### src/hw/sync_slave_pkg.sv
package sync_slave_pkg;

  // ----------------------------------------------------------------
  // Register byte offsets
  // ----------------------------------------------------------------
  localparam logic [5:0] OFS_ALT_PIN    = 6'h00;
  localparam logic [5:0] OFS_BAUD       = 6'h04;
  localparam logic [5:0] OFS_GLOBAL_IRQ = 6'h08;
  localparam logic [5:0] OFS_PERIPH_IE  = 6'h0c;
  localparam logic [5:0] OFS_PERIPH_IF  = 6'h10;
  localparam logic [5:0] OFS_RX_DATA    = 6'h14;
  localparam logic [5:0] OFS_RX_STATUS  = 6'h18;
  localparam logic [5:0] OFS_PORT_C_DIR = 6'h1c;
  localparam logic [5:0] OFS_TX_STATUS  = 6'h20;
  localparam logic [5:0] OFS_TX_DATA    = 6'h24;

  // ----------------------------------------------------------------
  // Field positions
  // ----------------------------------------------------------------
  localparam int SERIAL_PORT_ENABLE   = 7;
  localparam int RX_NINE_BIT_SELECT   = 6;
  localparam int SINGLE_RX_ENABLE     = 5;
  localparam int CONTINUOUS_RX_ENABLE = 4;
  localparam int FRAMING_ERROR        = 2;
  localparam int OVERRUN_ERROR        = 1;
  localparam int RX_NINTH_BIT         = 0;
  localparam int CLOCK_SOURCE_SELECT  = 7;
  localparam int TX_NINE_BIT_SELECT   = 6;
  localparam int TX_ENABLE            = 5;
  localparam int SYNC_MODE            = 4;
  localparam int TX_SHIFT_EMPTY       = 1;
  localparam int TX_NINTH_BIT         = 0;
  localparam int RX_IDLE              = 6;
  localparam int CLOCK_POLARITY       = 4;
  localparam int GLOBAL_IRQ_ENABLE    = 7;
  localparam int PERIPHERAL_IRQ_ENABLE = 6;
  localparam int RX_IRQ_BIT           = 5;
  localparam int TX_IRQ_BIT           = 4;
  localparam int CLOCK_PIN_ALT        = 2;
  localparam int DATA_PIN_ALT         = 1;

  // ----------------------------------------------------------------
  // Masks and reset values
  // ----------------------------------------------------------------
  localparam logic [7:0] BAUD_WR_MASK  = 8'h1b;
  localparam logic [7:0] RX_CTRL_MASK  = 8'hf8;
  localparam logic [7:0] TX_CTRL_MASK  = 8'hf9;
  localparam logic [7:0] FLAG_WR_MASK  = 8'hcf;
  localparam logic [7:0] RESET_ZERO    = 8'h00;
  localparam logic [3:0] LAST_BIT_8    = 4'h7;
  localparam logic [3:0] LAST_BIT_9    = 4'h8;
  localparam logic [11:0] IRQ_VECTOR   = 12'h004;

  // ----------------------------------------------------------------
  // Carriers
  // ----------------------------------------------------------------
  typedef struct packed {
    logic       rd_prep;
    logic       rd_go;
    logic       wr_go;
    logic       lane0;
    logic [5:0] addr;
    logic [7:0] wdata;
  } bus_acc_t;

  typedef struct packed {
    logic [1:0] data_lvl;
    logic [1:0] clk_lvl;
  } link_pins_t;

  function automatic logic slave_mode(input logic [7:0] rx_ctl,
                                      input logic [7:0] tx_ctl);
    slave_mode = rx_ctl[SERIAL_PORT_ENABLE] & tx_ctl[SYNC_MODE] &
                 ~tx_ctl[CLOCK_SOURCE_SELECT];
  endfunction : slave_mode

endpackage : sync_slave_pkg

### src/hw/sync_slave_serial.sv
// Operation
// Port runs during sleep only as synchronous slave; else shifters stop.
// Master and asynchronous modes make no shift activity while asleep.
// Slave shift registers clock only from the external clock pin.
// Software empties received data before sleep, clearing the flag.
// Software sets receive, peripheral and global enables for wake; receive wake here needs only the receive enable.
// Asleep in slave receive, data and clocks are accepted from master.
// A complete received word sets the receive flag and wakes.
// Wake resumes next instruction; global enable calls fixed vector.
// Software fills transmit shift and buffer before sleep.
// Software sets transmit and peripheral enables for transmit wake.
// Asleep in slave transmit, clocks accepted and data driven.
// After word out, buffered byte moves in; transmit flag set, wakes.
// Writing transmit data after wake clears transmit-empty flag.
// Unimplemented register bits read as zero.
// Clock and data pins relocate under alternate pin register.
// Slave selected by sync set, clock source clear, enable set.
// Slave receive uses continuous enable; single enable ignored.
// Overrun cleared by clearing continuous enable or port enable.
// Eight data bits plus optional ninth bit in control register.
// LSB first, one bit per edge, edges chosen by polarity.
`timescale 1ns/10ps
module sync_slave_serial (
  input  wire logic        clk_in,
  input  wire logic        rstn_in,
  input  wire logic [5:0]  address_in,
  input  wire logic        read_in,
  input  wire logic        write_in,
  input  wire logic [31:0] writedata_in,
  input  wire logic [3:0]  byteenable_in,
  output logic             waitrequest_out,
  output logic [31:0]      readdata_out,
  input  wire logic        sleep_in,
  input  wire logic [1:0]  clock_pin_in,
  input  wire logic [1:0]  data_pin_in,
  output logic [1:0]       data_pin_out,
  output logic [1:0]       data_pin_oe_out,
  output logic             wake_out,
  output logic             irq_out,
  output logic [11:0]      irq_vector_out
);

  // ----------------------------------------------------------------
  // State
  // ----------------------------------------------------------------
  typedef struct packed {
    logic [7:0]  apf;
    logic [7:0]  baud;
    logic [7:0]  intc;
    logic [7:0]  pie;
    logic [7:0]  pir;
    logic [7:0]  receive_status_control;
    logic [7:0]  transmit_status_control;
    logic [7:0]  port_c_direction;
    logic [7:0]  receive_data;
    logic        rx_ninth_bit;
    logic        rx_complete_flag;
    logic        overrun_error;
    logic [8:0]  rx_shift_reg;
    logic [3:0]  rcnt;
    logic [8:0]  txbuf;
    logic        txbuf_full;
    logic [8:0]  tx_shift_reg;
    logic        tsr_full;
    logic [3:0]  tcnt;
    logic        tpend;
    logic        ck_prev;
    logic [1:0]  dout;
    logic [1:0]  doe;
    logic [31:0] rdata;
    logic        wake;
    logic        irq;
  } serial_st_t;

  serial_st_t                  st_r;
  serial_st_t                  st_nxt;
  sync_slave_pkg::bus_acc_t    acc;
  sync_slave_pkg::link_pins_t  pins;
  logic                        slave;
  logic                        rx_mode;
  logic                        tx_mode;
  logic                        ck;
  logic                        drive_edge;
  logic                        sample_edge;
  logic                        din;
  logic                        rx_done;
  logic                        tx_done;
  logic                        tx_empty_flag;
  logic [3:0]                  rx_last;
  logic [3:0]                  tx_last;
  logic [7:0]                  rd_byte;

  // ----------------------------------------------------------------
  // Bus slave and pin synchroniser
  // ----------------------------------------------------------------
  bus_front u_front (
    .clk_in          (clk_in),
    .rstn_in         (rstn_in),
    .address_in      (address_in),
    .read_in         (read_in),
    .write_in        (write_in),
    .writedata_in    (writedata_in),
    .byteenable_in   (byteenable_in),
    .waitrequest_out (waitrequest_out),
    .acc_out         (acc)
  );

  pin_sync #(.W(4)) u_sync (
    .clk_in    (clk_in),
    .rstn_in   (rstn_in),
    .pin_in    ({data_pin_in, clock_pin_in}),
    .level_out (pins)
  );

  // ----------------------------------------------------------------
  // Mode decode and link edges
  // ----------------------------------------------------------------
  always_comb begin
    slave   = sync_slave_pkg::slave_mode(st_r.receive_status_control, st_r.transmit_status_control);
    // Single enable ignored in slave receive
    rx_mode = slave &
      st_r.receive_status_control[sync_slave_pkg::CONTINUOUS_RX_ENABLE];
    tx_mode = slave &
      ~st_r.receive_status_control[sync_slave_pkg::CONTINUOUS_RX_ENABLE] &
      ~st_r.receive_status_control[sync_slave_pkg::SINGLE_RX_ENABLE] &
      st_r.transmit_status_control[sync_slave_pkg::TX_ENABLE];
    ck  = pins.clk_lvl[st_r.apf[sync_slave_pkg::CLOCK_PIN_ALT]] ^
          st_r.baud[sync_slave_pkg::CLOCK_POLARITY];
    din = pins.data_lvl[st_r.apf[sync_slave_pkg::DATA_PIN_ALT]];
    // Only the external clock's edges move the shifters
    drive_edge  = ck & ~st_r.ck_prev;
    sample_edge = ~ck & st_r.ck_prev;
    rx_last = st_r.receive_status_control[sync_slave_pkg::RX_NINE_BIT_SELECT] ?
              sync_slave_pkg::LAST_BIT_9 : sync_slave_pkg::LAST_BIT_8;
    tx_last = st_r.transmit_status_control[sync_slave_pkg::TX_NINE_BIT_SELECT] ?
              sync_slave_pkg::LAST_BIT_9 : sync_slave_pkg::LAST_BIT_8;
    rx_done = rx_mode & ~st_r.overrun_error & sample_edge & (st_r.rcnt == rx_last);
    tx_done = tx_mode & st_r.tsr_full & sample_edge &
              (st_r.tcnt == tx_last);
    tx_empty_flag    = ~st_r.txbuf_full;
  end

  // ----------------------------------------------------------------
  // Read mux
  // ----------------------------------------------------------------
  always_comb begin
    rd_byte = sync_slave_pkg::RESET_ZERO;
    unique case (acc.addr)
      sync_slave_pkg::OFS_ALT_PIN:    rd_byte = st_r.apf;
      sync_slave_pkg::OFS_BAUD: begin
        rd_byte = st_r.baud & sync_slave_pkg::BAUD_WR_MASK;
        // Slave receiver is never idle while receiving
        rd_byte[sync_slave_pkg::RX_IDLE] = ~rx_mode;
      end
      sync_slave_pkg::OFS_GLOBAL_IRQ: rd_byte = st_r.intc;
      sync_slave_pkg::OFS_PERIPH_IE:  rd_byte = st_r.pie;
      sync_slave_pkg::OFS_PERIPH_IF: begin
        rd_byte = st_r.pir & sync_slave_pkg::FLAG_WR_MASK;
        rd_byte[sync_slave_pkg::RX_IRQ_BIT] = st_r.rx_complete_flag;
        rd_byte[sync_slave_pkg::TX_IRQ_BIT] = tx_empty_flag;
      end
      sync_slave_pkg::OFS_RX_DATA:    rd_byte = st_r.receive_data;
      sync_slave_pkg::OFS_RX_STATUS: begin
        rd_byte = st_r.receive_status_control & sync_slave_pkg::RX_CTRL_MASK;
        rd_byte[sync_slave_pkg::FRAMING_ERROR] = 1'b0;
        rd_byte[sync_slave_pkg::OVERRUN_ERROR] = st_r.overrun_error;
        rd_byte[sync_slave_pkg::RX_NINTH_BIT]  = st_r.rx_ninth_bit;
      end
      sync_slave_pkg::OFS_PORT_C_DIR: rd_byte = st_r.port_c_direction;
      sync_slave_pkg::OFS_TX_STATUS: begin
        rd_byte = st_r.transmit_status_control & sync_slave_pkg::TX_CTRL_MASK;
        rd_byte[sync_slave_pkg::TX_SHIFT_EMPTY] = ~st_r.tsr_full;
      end
      default: rd_byte = sync_slave_pkg::RESET_ZERO;
    endcase
  end

  // ----------------------------------------------------------------
  // Next state
  // ----------------------------------------------------------------
  always_comb begin
    st_nxt         = st_r;
    st_nxt.ck_prev = ck;
    if (acc.rd_prep) begin
      st_nxt.rdata = {24'h00_0000, rd_byte};
    end
    // Reading data empties the holding register
    if (acc.rd_go && acc.addr == sync_slave_pkg::OFS_RX_DATA) begin
      st_nxt.rx_complete_flag = 1'b0;
    end
    if (acc.wr_go && acc.lane0) begin
      unique case (acc.addr)
        sync_slave_pkg::OFS_ALT_PIN:    st_nxt.apf = acc.wdata;
        sync_slave_pkg::OFS_BAUD:
          st_nxt.baud = acc.wdata & sync_slave_pkg::BAUD_WR_MASK;
        sync_slave_pkg::OFS_GLOBAL_IRQ: st_nxt.intc = acc.wdata;
        sync_slave_pkg::OFS_PERIPH_IE:  st_nxt.pie = acc.wdata;
        sync_slave_pkg::OFS_PERIPH_IF:
          st_nxt.pir = acc.wdata & sync_slave_pkg::FLAG_WR_MASK;
        sync_slave_pkg::OFS_RX_STATUS:
          st_nxt.receive_status_control = acc.wdata & sync_slave_pkg::RX_CTRL_MASK;
        sync_slave_pkg::OFS_PORT_C_DIR: st_nxt.port_c_direction = acc.wdata;
        sync_slave_pkg::OFS_TX_STATUS:
          st_nxt.transmit_status_control = acc.wdata & sync_slave_pkg::TX_CTRL_MASK;
        sync_slave_pkg::OFS_TX_DATA: begin
          // Buffer full clears the empty flag
          st_nxt.txbuf = {st_r.transmit_status_control[sync_slave_pkg::TX_NINTH_BIT],
                          acc.wdata};
          st_nxt.txbuf_full = 1'b1;
        end
        default: st_nxt.apf = st_r.apf;
      endcase
    end

    // Receive: no sleep gating, the master's clock does the work
    if (rx_mode && !st_r.overrun_error && sample_edge) begin
      st_nxt.rx_shift_reg = {din, st_r.rx_shift_reg[8:1]};
      if (rx_done) begin
        st_nxt.rcnt = 4'h0;
        if (st_nxt.rx_complete_flag) begin
          st_nxt.overrun_error = 1'b1;
        end else begin
          st_nxt.rx_complete_flag = 1'b1;
          st_nxt.receive_data =
            st_r.receive_status_control[sync_slave_pkg::RX_NINE_BIT_SELECT] ?
            st_nxt.rx_shift_reg[7:0] : st_nxt.rx_shift_reg[8:1];
          st_nxt.rx_ninth_bit = st_nxt.rx_shift_reg[8] &
            st_r.receive_status_control[sync_slave_pkg::RX_NINE_BIT_SELECT];
        end
      end else begin
        st_nxt.rcnt = st_r.rcnt + 4'h1;
      end
    end

    // Transmit: shift on the drive edge after each sampled bit but the last
    if (tx_mode && st_r.tsr_full) begin
      if (drive_edge && st_r.tpend) begin
        st_nxt.tx_shift_reg   = {1'b0, st_r.tx_shift_reg[8:1]};
        st_nxt.tpend = 1'b0;
      end else if (tx_done) begin
        st_nxt.tsr_full = 1'b0;
        st_nxt.tcnt     = 4'h0;
      end else if (sample_edge) begin
        st_nxt.tcnt  = st_r.tcnt + 4'h1;
        st_nxt.tpend = 1'b1;
      end
    end
    if (tx_mode && !st_nxt.tsr_full && st_nxt.txbuf_full) begin
      st_nxt.tx_shift_reg        = st_nxt.txbuf;
      st_nxt.tsr_full   = 1'b1;
      st_nxt.txbuf_full = 1'b0;
      st_nxt.tcnt       = 4'h0;
      st_nxt.tpend      = 1'b0;
    end

    // Overrun clears only through the enables
    if (!st_nxt.receive_status_control[sync_slave_pkg::CONTINUOUS_RX_ENABLE]) begin
      st_nxt.overrun_error = 1'b0;
      st_nxt.rcnt = 4'h0;
    end
    // Port disable clears flags, bit counters and receive shifter; data registers keep their values
    if (!st_nxt.receive_status_control[sync_slave_pkg::SERIAL_PORT_ENABLE]) begin
      st_nxt.overrun_error       = 1'b0;
      st_nxt.rx_complete_flag       = 1'b0;
      st_nxt.rcnt       = 4'h0;
      st_nxt.rx_shift_reg        = 9'h000;
      st_nxt.tsr_full   = 1'b0;
      st_nxt.txbuf_full = 1'b0;
      st_nxt.tcnt       = 4'h0;
      st_nxt.tpend      = 1'b0;
    end

    st_nxt.dout = 2'h0;
    st_nxt.doe  = 2'h0;
    st_nxt.dout[st_nxt.apf[sync_slave_pkg::DATA_PIN_ALT]] =
      st_nxt.tx_shift_reg[0];
    st_nxt.doe[st_nxt.apf[sync_slave_pkg::DATA_PIN_ALT]] = tx_mode;

    // Wake needs the system clock only on this side of the flags
    st_nxt.wake = sleep_in & (
      (st_nxt.rx_complete_flag & st_nxt.pie[sync_slave_pkg::RX_IRQ_BIT]) |
      (~st_nxt.txbuf_full & st_nxt.pie[sync_slave_pkg::TX_IRQ_BIT] &
       st_nxt.intc[sync_slave_pkg::PERIPHERAL_IRQ_ENABLE]));
    st_nxt.irq = st_nxt.intc[sync_slave_pkg::GLOBAL_IRQ_ENABLE] &
      st_nxt.intc[sync_slave_pkg::PERIPHERAL_IRQ_ENABLE] & (
      (st_nxt.rx_complete_flag & st_nxt.pie[sync_slave_pkg::RX_IRQ_BIT]) |
      (~st_nxt.txbuf_full &
       st_nxt.pie[sync_slave_pkg::TX_IRQ_BIT]));
  end

  always_ff @(posedge clk_in or negedge rstn_in) begin
    if (!rstn_in) begin
      st_r <= '0;
    end else begin
      st_r <= st_nxt;
    end
  end

  assign readdata_out    = st_r.rdata;
  assign data_pin_out    = st_r.dout;
  assign data_pin_oe_out = st_r.doe;
  assign wake_out        = st_r.wake;
  assign irq_out         = st_r.irq;
  assign irq_vector_out  = sync_slave_pkg::IRQ_VECTOR;

  // ----------------------------------------------------------------
  // Checks
  // ----------------------------------------------------------------
  property p_rx_flag;
    @(posedge clk_in) disable iff (!rstn_in)
      rx_done && !st_r.rx_complete_flag |=> st_r.rx_complete_flag;
  endproperty
  a_rx_flag: assert property (p_rx_flag)
    else $error("completed word did not set receive flag");

  property p_rx_wake;
    @(posedge clk_in) disable iff (!rstn_in)
      rx_done && !st_r.rx_complete_flag && sleep_in &&
      st_r.pie[sync_slave_pkg::RX_IRQ_BIT] ##1 sleep_in |=> wake_out;
  endproperty
  a_rx_wake: assert property (p_rx_wake)
    else $error("received word did not wake");

  property p_tx_move;
    @(posedge clk_in) disable iff (!rstn_in)
      tx_done && st_r.txbuf_full && !acc.wr_go
      |=> st_r.tsr_full && !st_r.txbuf_full;
  endproperty
  a_tx_move: assert property (p_tx_move)
    else $error("buffered byte did not move into shifter");

  property p_tx_write;
    @(posedge clk_in) disable iff (!rstn_in)
      acc.wr_go && acc.lane0 && acc.addr == sync_slave_pkg::OFS_TX_DATA &&
      st_r.receive_status_control[sync_slave_pkg::SERIAL_PORT_ENABLE] &&
      !(tx_mode && (!st_r.tsr_full || tx_done))
      |=> st_r.txbuf_full;
  endproperty
  a_tx_write: assert property (p_tx_write)
    else $error("data write did not clear transmit-empty flag");

  property p_unimpl_zero;
    @(posedge clk_in) disable iff (!rstn_in)
      acc.rd_prep && acc.addr == sync_slave_pkg::OFS_BAUD
      |=> readdata_out[5] == 1'b0 && readdata_out[2] == 1'b0 &&
          readdata_out[31:8] == 24'h00_0000;
  endproperty
  a_unimpl_zero: assert property (p_unimpl_zero)
    else $error("unimplemented bits read non-zero");

  property p_master_still;
    @(posedge clk_in) disable iff (!rstn_in)
      st_r.transmit_status_control[sync_slave_pkg::CLOCK_SOURCE_SELECT] &&
      st_r.receive_status_control[sync_slave_pkg::CONTINUOUS_RX_ENABLE] && !acc.wr_go
      |=> $stable(st_r.rx_shift_reg) && $stable(st_r.rcnt);
  endproperty
  a_master_still: assert property (p_master_still)
    else $error("shifter moved outside slave mode");

  property p_overrun_clear;
    @(posedge clk_in) disable iff (!rstn_in)
      !st_r.receive_status_control[sync_slave_pkg::CONTINUOUS_RX_ENABLE] |-> !st_r.overrun_error;
  endproperty
  a_overrun_clear: assert property (p_overrun_clear)
    else $error("overrun held with continuous receive disabled");

  property p_tx_drive;
    @(posedge clk_in) disable iff (!rstn_in)
      tx_mode && !acc.wr_go |=> data_pin_oe_out != 2'h0;
  endproperty
  a_tx_drive: assert property (p_tx_drive)
    else $error("data pin not driven in slave transmit");

endmodule : sync_slave_serial

### src/hw/pin_sync.sv
`timescale 1ns/10ps
module pin_sync #(
  parameter int W = 4
) (
  input  wire logic         clk_in,
  input  wire logic         rstn_in,
  input  wire logic [W-1:0] pin_in,
  output logic [W-1:0]      level_out
);

  // ----------------------------------------------------------------
  // Three stages; level moves only when stages two and three agree
  // ----------------------------------------------------------------
  typedef struct packed {
    logic [W-1:0] s1;
    logic [W-1:0] s2;
    logic [W-1:0] s3;
    logic [W-1:0] q;
  } sync_st_t;

  sync_st_t st_r;
  sync_st_t st_nxt;

  always_comb begin
    st_nxt    = st_r;
    st_nxt.s1 = pin_in;
    st_nxt.s2 = st_r.s1;
    st_nxt.s3 = st_r.s2;
    for (int i = 0; i < W; i++) begin
      if (st_r.s2[i] == st_r.s3[i]) begin
        st_nxt.q[i] = st_r.s3[i];
      end
    end
  end

  always_ff @(posedge clk_in or negedge rstn_in) begin
    if (!rstn_in) begin
      st_r <= '0;
    end else begin
      st_r <= st_nxt;
    end
  end

  assign level_out = st_r.q;

  property p_level_follows;
    @(posedge clk_in) disable iff (!rstn_in)
      (st_r.s2 != st_r.q) && (st_r.s2 == st_r.s3) |=> level_out != $past(level_out);
  endproperty
  a_level_follows: assert property (p_level_follows)
    else $error("synchronised level did not follow agreed stages");

endmodule : pin_sync

### src/hw/bus_front.sv
`timescale 1ns/10ps
module bus_front (
  input  wire logic                      clk_in,
  input  wire logic                      rstn_in,
  input  wire logic [5:0]                address_in,
  input  wire logic                      read_in,
  input  wire logic                      write_in,
  input  wire logic [31:0]               writedata_in,
  input  wire logic [3:0]                byteenable_in,
  output logic                           waitrequest_out,
  output sync_slave_pkg::bus_acc_t       acc_out
);

  // ----------------------------------------------------------------
  // One wait cycle per access, so read data can come from a flop
  // ----------------------------------------------------------------
  typedef struct packed {
    logic waitreq;
  } front_st_t;

  front_st_t st_r;
  front_st_t st_nxt;
  logic      req;

  assign req = read_in | write_in;

  always_comb begin
    st_nxt         = st_r;
    st_nxt.waitreq = ~(req & st_r.waitreq);
  end

  always_ff @(posedge clk_in or negedge rstn_in) begin
    if (!rstn_in) begin
      // Idle slave holds waitrequest high
      st_r <= '1;
    end else begin
      st_r <= st_nxt;
    end
  end

  assign waitrequest_out = st_r.waitreq;
  assign acc_out.rd_prep = read_in & st_r.waitreq;
  assign acc_out.rd_go   = read_in & ~st_r.waitreq;
  assign acc_out.wr_go   = write_in & ~st_r.waitreq;
  assign acc_out.lane0   = byteenable_in[0];
  assign acc_out.addr    = address_in;
  assign acc_out.wdata   = writedata_in[7:0];

  property p_one_wait;
    @(posedge clk_in) disable iff (!rstn_in)
      req && waitrequest_out |=> !waitrequest_out ##1 waitrequest_out;
  endproperty
  a_one_wait: assert property (p_one_wait)
    else $error("access not answered after exactly one wait cycle");

endmodule : bus_front

### config.mk
export PLATFORM = sky130hd
export DESIGN_NAME = sync_slave_serial
export DESIGN_NICKNAME = d
export VERILOG_FILES = /design/src/hw/sync_slave_pkg.sv /design/src/hw/sync_slave_serial.sv /design/src/hw/pin_sync.sv /design/src/hw/bus_front.sv
export SDC_FILE = /design/constraint.sdc
export NUM_CORES = 1
export LEC_CHECK = 0
export BUFFER_PORTS_ARGS = -buffer_cell sky130_fd_sc_hd__buf_2
export CORE_MARGIN = 8
export CORE_UTILIZATION = 50
export DETAILED_ROUTE_END_ITERATION = 12
export PLACE_DENSITY = 0.72
export SYNTH_ARGS = -nofsm -noshare
export SYNTH_HDL_FRONTEND = slang
export SYNTH_HIERARCHICAL = 1
export SYNTH_SLANG_ARGS = --single-unit
export TNS_END_PERCENT = 5
### constraint.sdc
create_clock -name clk_in -period 2.7 [get_ports clk_in]
set_input_delay 0.405 -clock clk_in [delete_from_list [all_inputs] [get_ports clk_in]]
set_output_delay 0.405 -clock clk_in [all_outputs]
set_load 0.02 [all_outputs]
# Word-level counts from Yosys, hierarchy flattened
# Index checks and enable logic that the tools add are counted.
[classes]
reduce_logical = 27
bitwise = 44
magnitude_cmp = 4
muxes = 40
eq_ne = 24
n_addsub = 2
[op_table]
columns = ["op", "n"]
rows = [
  ["8-bit one-hot mux with 9 select lines", 1],
  ["58-bit two-way mux", 1],
  ["8-bit two-way mux", 7],
  ["15-bit two-way mux", 3],
  ["1-bit AND", 25],
  ["6-bit by 5-bit == test with 1-bit output, second input constant", 4],
  ["10-bit two-way mux", 2],
  ["4-bit two-way mux", 5],
  ["2-bit AND reduction", 9],
  ["16-bit two-way mux", 1],
  ["5-bit two-way mux", 3],
  ["1-bit NOT", 13],
  ["6-bit by 4-bit == test with 1-bit output, second input constant", 2],
  ["6-bit == test, second input constant", 2],
  ["1-bit two-way mux", 12],
  ["3-bit by 2-bit inequality test with 1-bit output, second input constant", 4],
  ["3-bit AND reduction", 4],
  ["1-bit logical AND", 9],
  ["9-bit two-way mux", 1],
  ["4-bit by 1-bit adder with 4-bit output, second input constant", 2],
  ["4-bit == test", 2],
  ["4-bit by 1-bit inequality test with 1-bit output, second input constant", 2],
  ["6-bit by 3-bit == test with 1-bit output, second input constant", 1],
  ["6-bit zero test", 1],
  ["other kinds (14)", 25],
]
[word_totals]
inputBits = 51
regBits = 134
output_inout_bits = 51
word_cells = 180

# Logic depth before layout (Yosys ltp)
# Gate-level depths: netlist (run 1).
[logic_depth]
ltp_word = 21
mapped_depth = 9
depth_no_buf = 6

# Hierarchy
# The synthesis (run 1) kept the hierarchy.
[modules_own_cells]
columns = ["mod", "area_each_um2", "instances", "seq_area_each_um2", "cells_each"]
rows = [
  ["sync_slave_serial", 5764.3, 1, 2902.8, 509],
  ["pin_sync", 475.5, 1, 400.4, 24],
  ["bus_front", 162.7, 1, 26.3, 20],
]

# Least setup slack after synthesis (run 1)
# Ideal clock, no wire load.
[synth_timing]
kind = "input -> register"
start = "input address_in[2]"
end = "register st_r[39] (netlist name)"
t_required_ns = 2.580
path_buffers = 3
setup_time_ns = 0.120
arrival_time_ns = 2.450
slack_ns = 0.131
path_stages = 8
cell_sequence = "buf_4 > buf_6 > or4b_4 > nor3_4 > mux2i_1 > clkbuf_1 > inv_1 > a31o_1"
[synth_lines]
columns = ["item", "line", "source"]
rows = [
  ["start, declared", "sync_slave_serial.sv:26", "input wire logic [5:0] address_in,"],
  ["end signal, assigned", "sync_slave_serial.sv:295", "st_r <= st_nxt;"],
  ["end, declared", "sync_slave_serial.sv:75", "serial_st_t st_r;"],
]

# Worst setup path after layout (run 1)
[layout_timing]
start = "register st_r[108] (netlist name)"
end = "register st_r[50] (netlist name)"
[layout_between]
elab_chain_len = 15
[layout_rtl]
columns = ["item", "line", "source"]
rows = [
  ["1-bit NOT (*)", "sync_slave_serial.sv:124", "~st_r.receive_status_control[sync_slave_pkg::CONTINUOUS_RX_ENABLE] &"],
  ["1-bit AND (*)", "sync_slave_serial.sv:123", "tx_mode = slave &"],
  ["1-bit AND (*)", "sync_slave_serial.sv:124", ""],
  ["1-bit AND (*)", "sync_slave_serial.sv:125", "~st_r.receive_status_control[sync_slave_pkg::SINGLE_RX_ENABLE] &"],
  ["1-bit AND (3 in a row)", "sync_slave_serial.sv:138", "tx_done = tx_mode & st_r.tsr_full & sample_edge &"],
  ["1-bit two-way mux", "sync_slave_serial.sv:240", "end else if (tx_done) begin"],
  ["5-bit two-way mux", "sync_slave_serial.sv:237", "if (drive_edge && st_r.tpend) begin"],
  ["15-bit two-way mux", "sync_slave_serial.sv:236", "if (tx_mode && st_r.tsr_full) begin"],
  ["1-bit zero test", "sync_slave_serial.sv:248", "if (tx_mode && !st_nxt.tsr_full && st_nxt.txbuf_full) begin"],
  ["1-bit logical AND (2 in a row)", "sync_slave_serial.sv:248", ""],
  ["2-bit nonzero test (no source line)", "--", ""],
  ["2-bit AND reduction (no source line)", "--", ""],
]
# Every way passes the cells marked *; elsewhere a longest branch is shown, timed or not. The select of a mux whose other input is x is not followed.
# A chain may end at the register's enable or synchronous reset.

==> results_dict.tcl, run 1 <==
set metrics [dict create \
    yosys.cell_types.count 70 \
    powerDensity_nw_per_um2 638 \
    worst_setup_path_end_kind "register" \
    nFillCells 1056 \
    hold_buffers 0 \
    io_pins 102 \
    max_stage_delay_ns 0.45 \
    cts_resized 0 \
    finalHoldViolations 0 \
    route.vias.total 4228 \
    die_y_um 129 \
    yosysSeqAreaShare_pct 52.0 \
    coreArea_um2 12600 \
    cp-start-kind "register" \
    intPower_mw 3.49 \
    grt_overflow 0 \
    power.share.combinational_pct 6.4 \
    clockBufferDepth 2 \
    cts_tree "done" \
    syn_area_per_cell_um2 11.6 \
    die-width_um 129 \
    synth_top_area_cell "dfrtp_1" \
    synth_area_leaders "dfrtp_1 (52%), mux2_2 (10%), buf_4 (7.9%)" \
    vdd_drop_max_mv 0.344 \
    row_count 41 \
    synth_area_um2 6400 \
    synth_edf_count 0 \
    placed_cells 732 \
    drt-vias-per-instance 5.53 \
    grt_pass1_wl_um 22400 \
    routed_wl_um 13900 \
    multiInputGateArea_um2 2560 \
    synthArstFlopShare_pct 100 \
    final-setup-viol-count 0 \
    dp_hpwl_um 10000 \
    clkPwrFrac_pct 46.9 \
    swShare_pct 22.5 \
    clock.fmax_mhz 443 \
    crit_type "reg -> reg" \
    period_minus_slack_ns 2.26 \
    die_area_um2 16700 \
    synthToLayoutAreaGrowth_pct 10.2 \
    p_leak_nw 3.29 \
    drt_iter0_markers 352 \
    rsz0062_at_grt "false" \
    syn_inst 553 \
    final_cells 764 \
    grt_antenna_before_repair 1 \
    numPortBuffers 38 \
    grt_use_total_pct 17.6 \
    switchingPower_mw 1.01 \
    outcome "complete, no violations" \
    yosys_warnings 6 \
    cts-root-buf "clkbuf_16" \
    critPathBufInv 0 \
    synthTopCellsByCount "dfrtp_1 (132), buf_4 (67), mux2_2 (59)" \
    synth.top_cell.area_share_pct 51.6 \
    crit_required_ns 2.99 \
    ant_nets 0 \
    ys_ff_latch 133 \
    yosysMostFrequentCell "dfrtp_1" \
    initial_utilization_pct 50.9 \
    clk_latency_ns 0.41 \
    n_antenna_cell 0 \
    first_pass_iters 5 \
    worstPathArrival_ns 2.55 \
    crit_slowest_cell "and3_1" \
    max_slew_margin_pct 56.4 \
    htree_levels 4 \
    post-route-util_pct 56.1 \
    ff_latch_area_um2 3330 \
    hold_path.class "in -> async" \
    cts_inserted_buffers 17 \
    crit_chain "nor3b_1, and4b_1, and3_1, a21oi_1, a221o_1" \
    drive_gt1_share_pct 27.0 \
    p_seq_share_pct 46.6 \
    place_congestion 0.885 \
    cts.clk_slew.worst_paths_ns 0.05 \
    fin_skew_ns 0.00497 \
    tns_ns 0 \
    maxCapViolCount 0 \
    synth-main-ff-cell "dfrtp_1" \
    worst_pin_slew_ns 0.651 \
    cts_setup_buffers 0 \
    cpLargestDelayFamily "simple AND/OR/NAND/NOR gates" \
    fin_nets 632 \
    slew_viol_final 0 \
    grt_max_degree 56 \
    route.detailed.drc 0 \
    power.total_mw 4.50 \
    critPathMaxFanout 10 \
    cts_sinks 133 \
    drt-wirelength-per-cell_um 18.2 \
    finalCritPeriodShare_pct 83.6 \
    first_global_vias 4336 \
]
[worst reg2reg max path: stages (launching register included)]
cell     delay (ns)
dfrtp_1        0.44
nor3b_1        0.29
and4b_1        0.38
and3_1         0.45
a21oi_1        0.23
a221o_1        0.36
[layer usage]
metal / global-route usage [%] / wire, um / up-vias
met3: 6.04 / 1240 / 26
li1: - / - / 1946
met4: 7.95 / 344 / 2
met1: 22.7 / 6130 / 2097
met5: 0 / 10 / -
met2: 26.3 / 6150 / 157
[power groups by stage]
stage               sequential [mW]  combinational [mW]  clock (mW)
floorplan                      2.12               0.246           0
global placement               2.13               0.280           0
detailed placement             2.13               0.287           0
CTS                            2.10               0.289        2.15
global route                   2.11               0.316        2.25
finish                         2.10               0.289        2.11
[cells by family (layout without fill, tap and decap cells)]
| group | count (synthesis) | in the layout | synth area share, % |
|---|---|---|---|
| AOI/OAI and AO/OA | 96 | 96 | 10.8 |
| xor gates and xnor gates | 2 | 2 | 0.274 |
| adders and majority gates | 6 | 6 | 1.09 |
| buffers and inverters | 101 | 106 | 10.0 |
| DFF | 133 | 133 | 52.0 |
| muxes | 84 | 84 | 14.4 |
| other | 2 | 36 | 0.117 |
| and+or+nand+nor | 129 | 129 | 11.2 |
[worst paths after layout]
check / startpoint / endpoint / slack (ns) / cells past startpoint
min in group clk_in: data_pin_in[1] / u_sync/st_nxt[11] / 0.09 / 1
max in group asynchronous: rstn_in / u_front/waitrequest_out / 1.87 / 2
worst max-delay path: st_r[108] / st_r[50] / 0.44 / 5
worst min register to register: u_sync/st_nxt[8] / u_sync/st_nxt[4] / 0.35 / 0
worst min-delay path: rstn_in / st_r[72] / 0.009 / 1
worst max register to register: st_r[108] / st_r[50] / 0.44 / 5
[per-stage QoR]
stage | setup slack (ns) | area, um^2 | hold WS, ns
2_1_floorplan | 0.131 | 6530 | 0.109
3_3_place_gp | 0.286 | 6510 | 0.334
3_5_place_dp | 0.249 | 6510 | 0.335
4_1_cts | 0.468 | 7060 | 0.0262
5_1_grt | 0.332 | 7060 | 0.0544
6_report | 0.444 | 7060 | 0.00901
[cell usage in the layout (no fill, tap or decap), drive strengths merged, types with 6 or more instances in the layout]
cell type / n
clkbuf: 27
a22oi: 10
o21ai: 15
dfrtp: 132
buf: 57
nor3: 7
nand2b: 6
mux2i: 24
inv: 17
nand2: 37
nand3: 7
conb: 36
a21oi: 19
nor2: 23
mux2: 60
and2: 11
o22ai: 9
[final cells by class]
cell class	count	area share [%]
clock buffer	27	6.99
sequential	133	47.2
timing repair buffer	57	4.93
clock inverter	5	0.709
multi-input combinational	353	36.2
tap	172	3.05
inverter	17	0.904
[state kept, by name, summed over array words and instances (netlist names)]
register                 cells
u_sync/st_nxt                8
data_pin_out                 2
irq_out                      1
st_r                       102
data_pin_oe_out              2
readdata_out                 8
u_sync/st_r                  4
wake_out                     1
u_front/waitrequest_out      1
u_sync/level_out             4
Power figures use the tool's default switching activity.
==> run 2, diff against run 1 <==
--- a/config.mk
+++ b/config.mk
@@ -9,7 +9,7 @@
 export CORE_MARGIN = 8
 export CORE_UTILIZATION = 50
 export DETAILED_ROUTE_END_ITERATION = 12
-export PLACE_DENSITY = 0.72
+export PLACE_DENSITY = 0.75
 export SYNTH_ARGS = -nofsm -noshare
 export SYNTH_HDL_FRONTEND = slang
 export SYNTH_HIERARCHICAL = 1
==> constraint.sdc (replaced) <==
create_clock -name clk_in -period 1.93 [get_ports clk_in]
set_input_delay 0.2895 -clock clk_in [delete_from_list [all_inputs] [get_ports clk_in]]
set_output_delay 0.2895 -clock clk_in [all_outputs]
set_load 0.02 [all_outputs]
==> results_dict.tcl, run 2 (synthesis gave the netlist of run 1 again) <==
set metrics [dict create \
    finalHoldViolations 0 \
    crit_type "reg -> reg" \
    io_pins 102 \
    first_global_vias 4429 \
    grt_overflow 0 \
    placed_area_um2 6860 \
    worstPathArrival_ns 2.27 \
    dp_hpwl_um 10600 \
    cp-start-kind "register" \
    final-setup-viol-count 0 \
    drt-wirelength-per-cell_um 18.8 \
    cts.clk_slew.worst_paths_ns 0.06 \
    final_area_um2 7820 \
    initial_utilization_pct 50.9 \
    routed_wl_um 15400 \
    cts_sinks 133 \
    cts_inserted_buffers 17 \
    grt_max_degree 52 \
    drt_iter0_markers 322 \
    cts_tree "done" \
    grt_antenna_before_repair 2 \
    final_cells 817 \
    die-width_um 129 \
    critPathMaxFanout 4 \
    final_cell_mix "dfrtp_1 (131), buf_4 (57), mux2_2 (54)" \
    layout_commonest_cell "dfrtp_1" \
    outcome "complete, no violations" \
    clockBufferDepth 2 \
    route.vias.total 4551 \
    grt_pass1_wl_um 23500 \
    finalCritPeriodShare_pct 99.2 \
    route.detailed.drc 0 \
    place_congestion 0.891 \
    hold_path.class "in -> reg" \
    die_y_um 129 \
    hold_ws_ns 0.0276 \
    post-route-util_pct 62.2 \
    nFillCells 940 \
    multiInputGateArea_um2 2760 \
    cts-root-buf "clkbuf_16" \
    largest_reg_flops 102 \
    powerDensity_nw_per_um2 873 \
    worst_setup_path_end_kind "register" \
    fin_skew_ns 0.00508 \
    ff_latch_area_um2 3330 \
    htree_levels 4 \
    period_minus_slack_ns 1.91 \
    ant_nets 0 \
    crit_required_ns 2.29 \
    grt_use_total_pct 18.7 \
    p_leak_nw 3.66 \
    n_antenna_cell 0 \
    coreArea_um2 12600 \
    drt-vias-per-instance 5.57 \
    worst_slack_ns 0.0152 \
    maxCapViolCount 0 \
    vdd_drop_max_mv 0.644 \
    first_pass_iters 5 \
    placed_cells 773 \
    clock.fmax_mhz 522 \
    rsz0062_at_grt "true" \
    fin_nets 685 \
    synthToLayoutAreaGrowth_pct 22.1 \
    drive_gt1_share_pct 37.7 \
    die_area_um2 16700 \
    regMostFlops "st_r" \
    numPortBuffers 38 \
    clk_latency_ns 0.43 \
    row_count 41 \
    slew_viol_final 0 \
    pre_cts_ws_ns -0.312 \
]
run 2: changes by cell type in the layout (fill, tap and decap cells not counted), moves of 5 or more:
| cell | before | now |
|---|---|---|
| mux2_4 | 1 | 6 |
| dlygate4sd3_1 | 0 | 5 |
| buf_6 | 0 | 6 |
| buf_4 | 19 | 57 |
| clkbuf_1 | 7 | 1 |
| mux2_2 | 59 | 54 |
| mux2i_1 | 23 | 18 |
run 2: per-stage QoR:
step,power [mW],TNS (ns)
after floorplan,3.32,-9.26
after global placement,3.42,-10.20
after detailed placement,3.44,-11.13
after CTS,6.79,-0.169
after global routing,7.02,-0.107
final,6.83,0
run 2: layout make-up:
class / instances / area share [%]
inverter: 17 / 0.816
sequential: 133 / 42.6
clock inverter: 9 / 1.57
timing repair buffer: 110 / 10.6
clock buffer: 23 / 6.37
multi-input combinational: 353 / 35.3
tap: 172 / 2.75
run 2: critical path: stages, from the launching register on:
cell	delay, ns
dfrtp_2	0.42
mux2i_4	0.27
buf_6	0.13
mux2_4	0.20
nand2_4	0.06
buf_6	0.13
or4_4	0.48
a21oi_2	0.15
run 2: power breakdown:
group	switching [mW]	internal, mW	total (mW)	leakage, nW
sequential	0.0601	2.88	2.94	1.78
clock	1.17	2.19	3.36	0.309
combinational	0.307	0.219	0.526	1.57
total	1.54	5.29	6.83	3.66
run 2: path summary, 6_finish.rpt:
kind / startpoint / end / slack (ns) / depth (start not counted)
min in group asynchronous: rstn_in / st_r[72] / 0.23 / 2
setup reg to reg: st_r[146] / st_r[66] / 0.02 / 7
hold / removal: write_in / u_front/waitrequest_out / 0.03 / 2
hold reg to reg: u_sync/st_nxt[10] / u_sync/st_nxt[6] / 0.35 / 0
setup / recovery: st_r[146] / st_r[66] / 0.02 / 7
max in group asynchronous: rstn_in / st_r[41] / 1.14 / 3
run 2: per-layer routing:
layer | track usage (%) | vias to the layer above | wire length (um)
li1 | - | 2036 | -
met1 | 23.0 | 2294 | 6450
met2 | 29.5 | 187 | 7300
met3 | 6.29 | 30 | 1270
met4 | 7.46 | 4 | 328
met5 | 0 | - | 27
run 2: repair_timing:
action                                  CTS  global route
hold buffers                              5             0
endpoints found under the setup margin   17            30
gates resized for setup                  12            39
setup buffers                             1             7
hold endpoints to repair                109             0
pin swaps                                 5            13
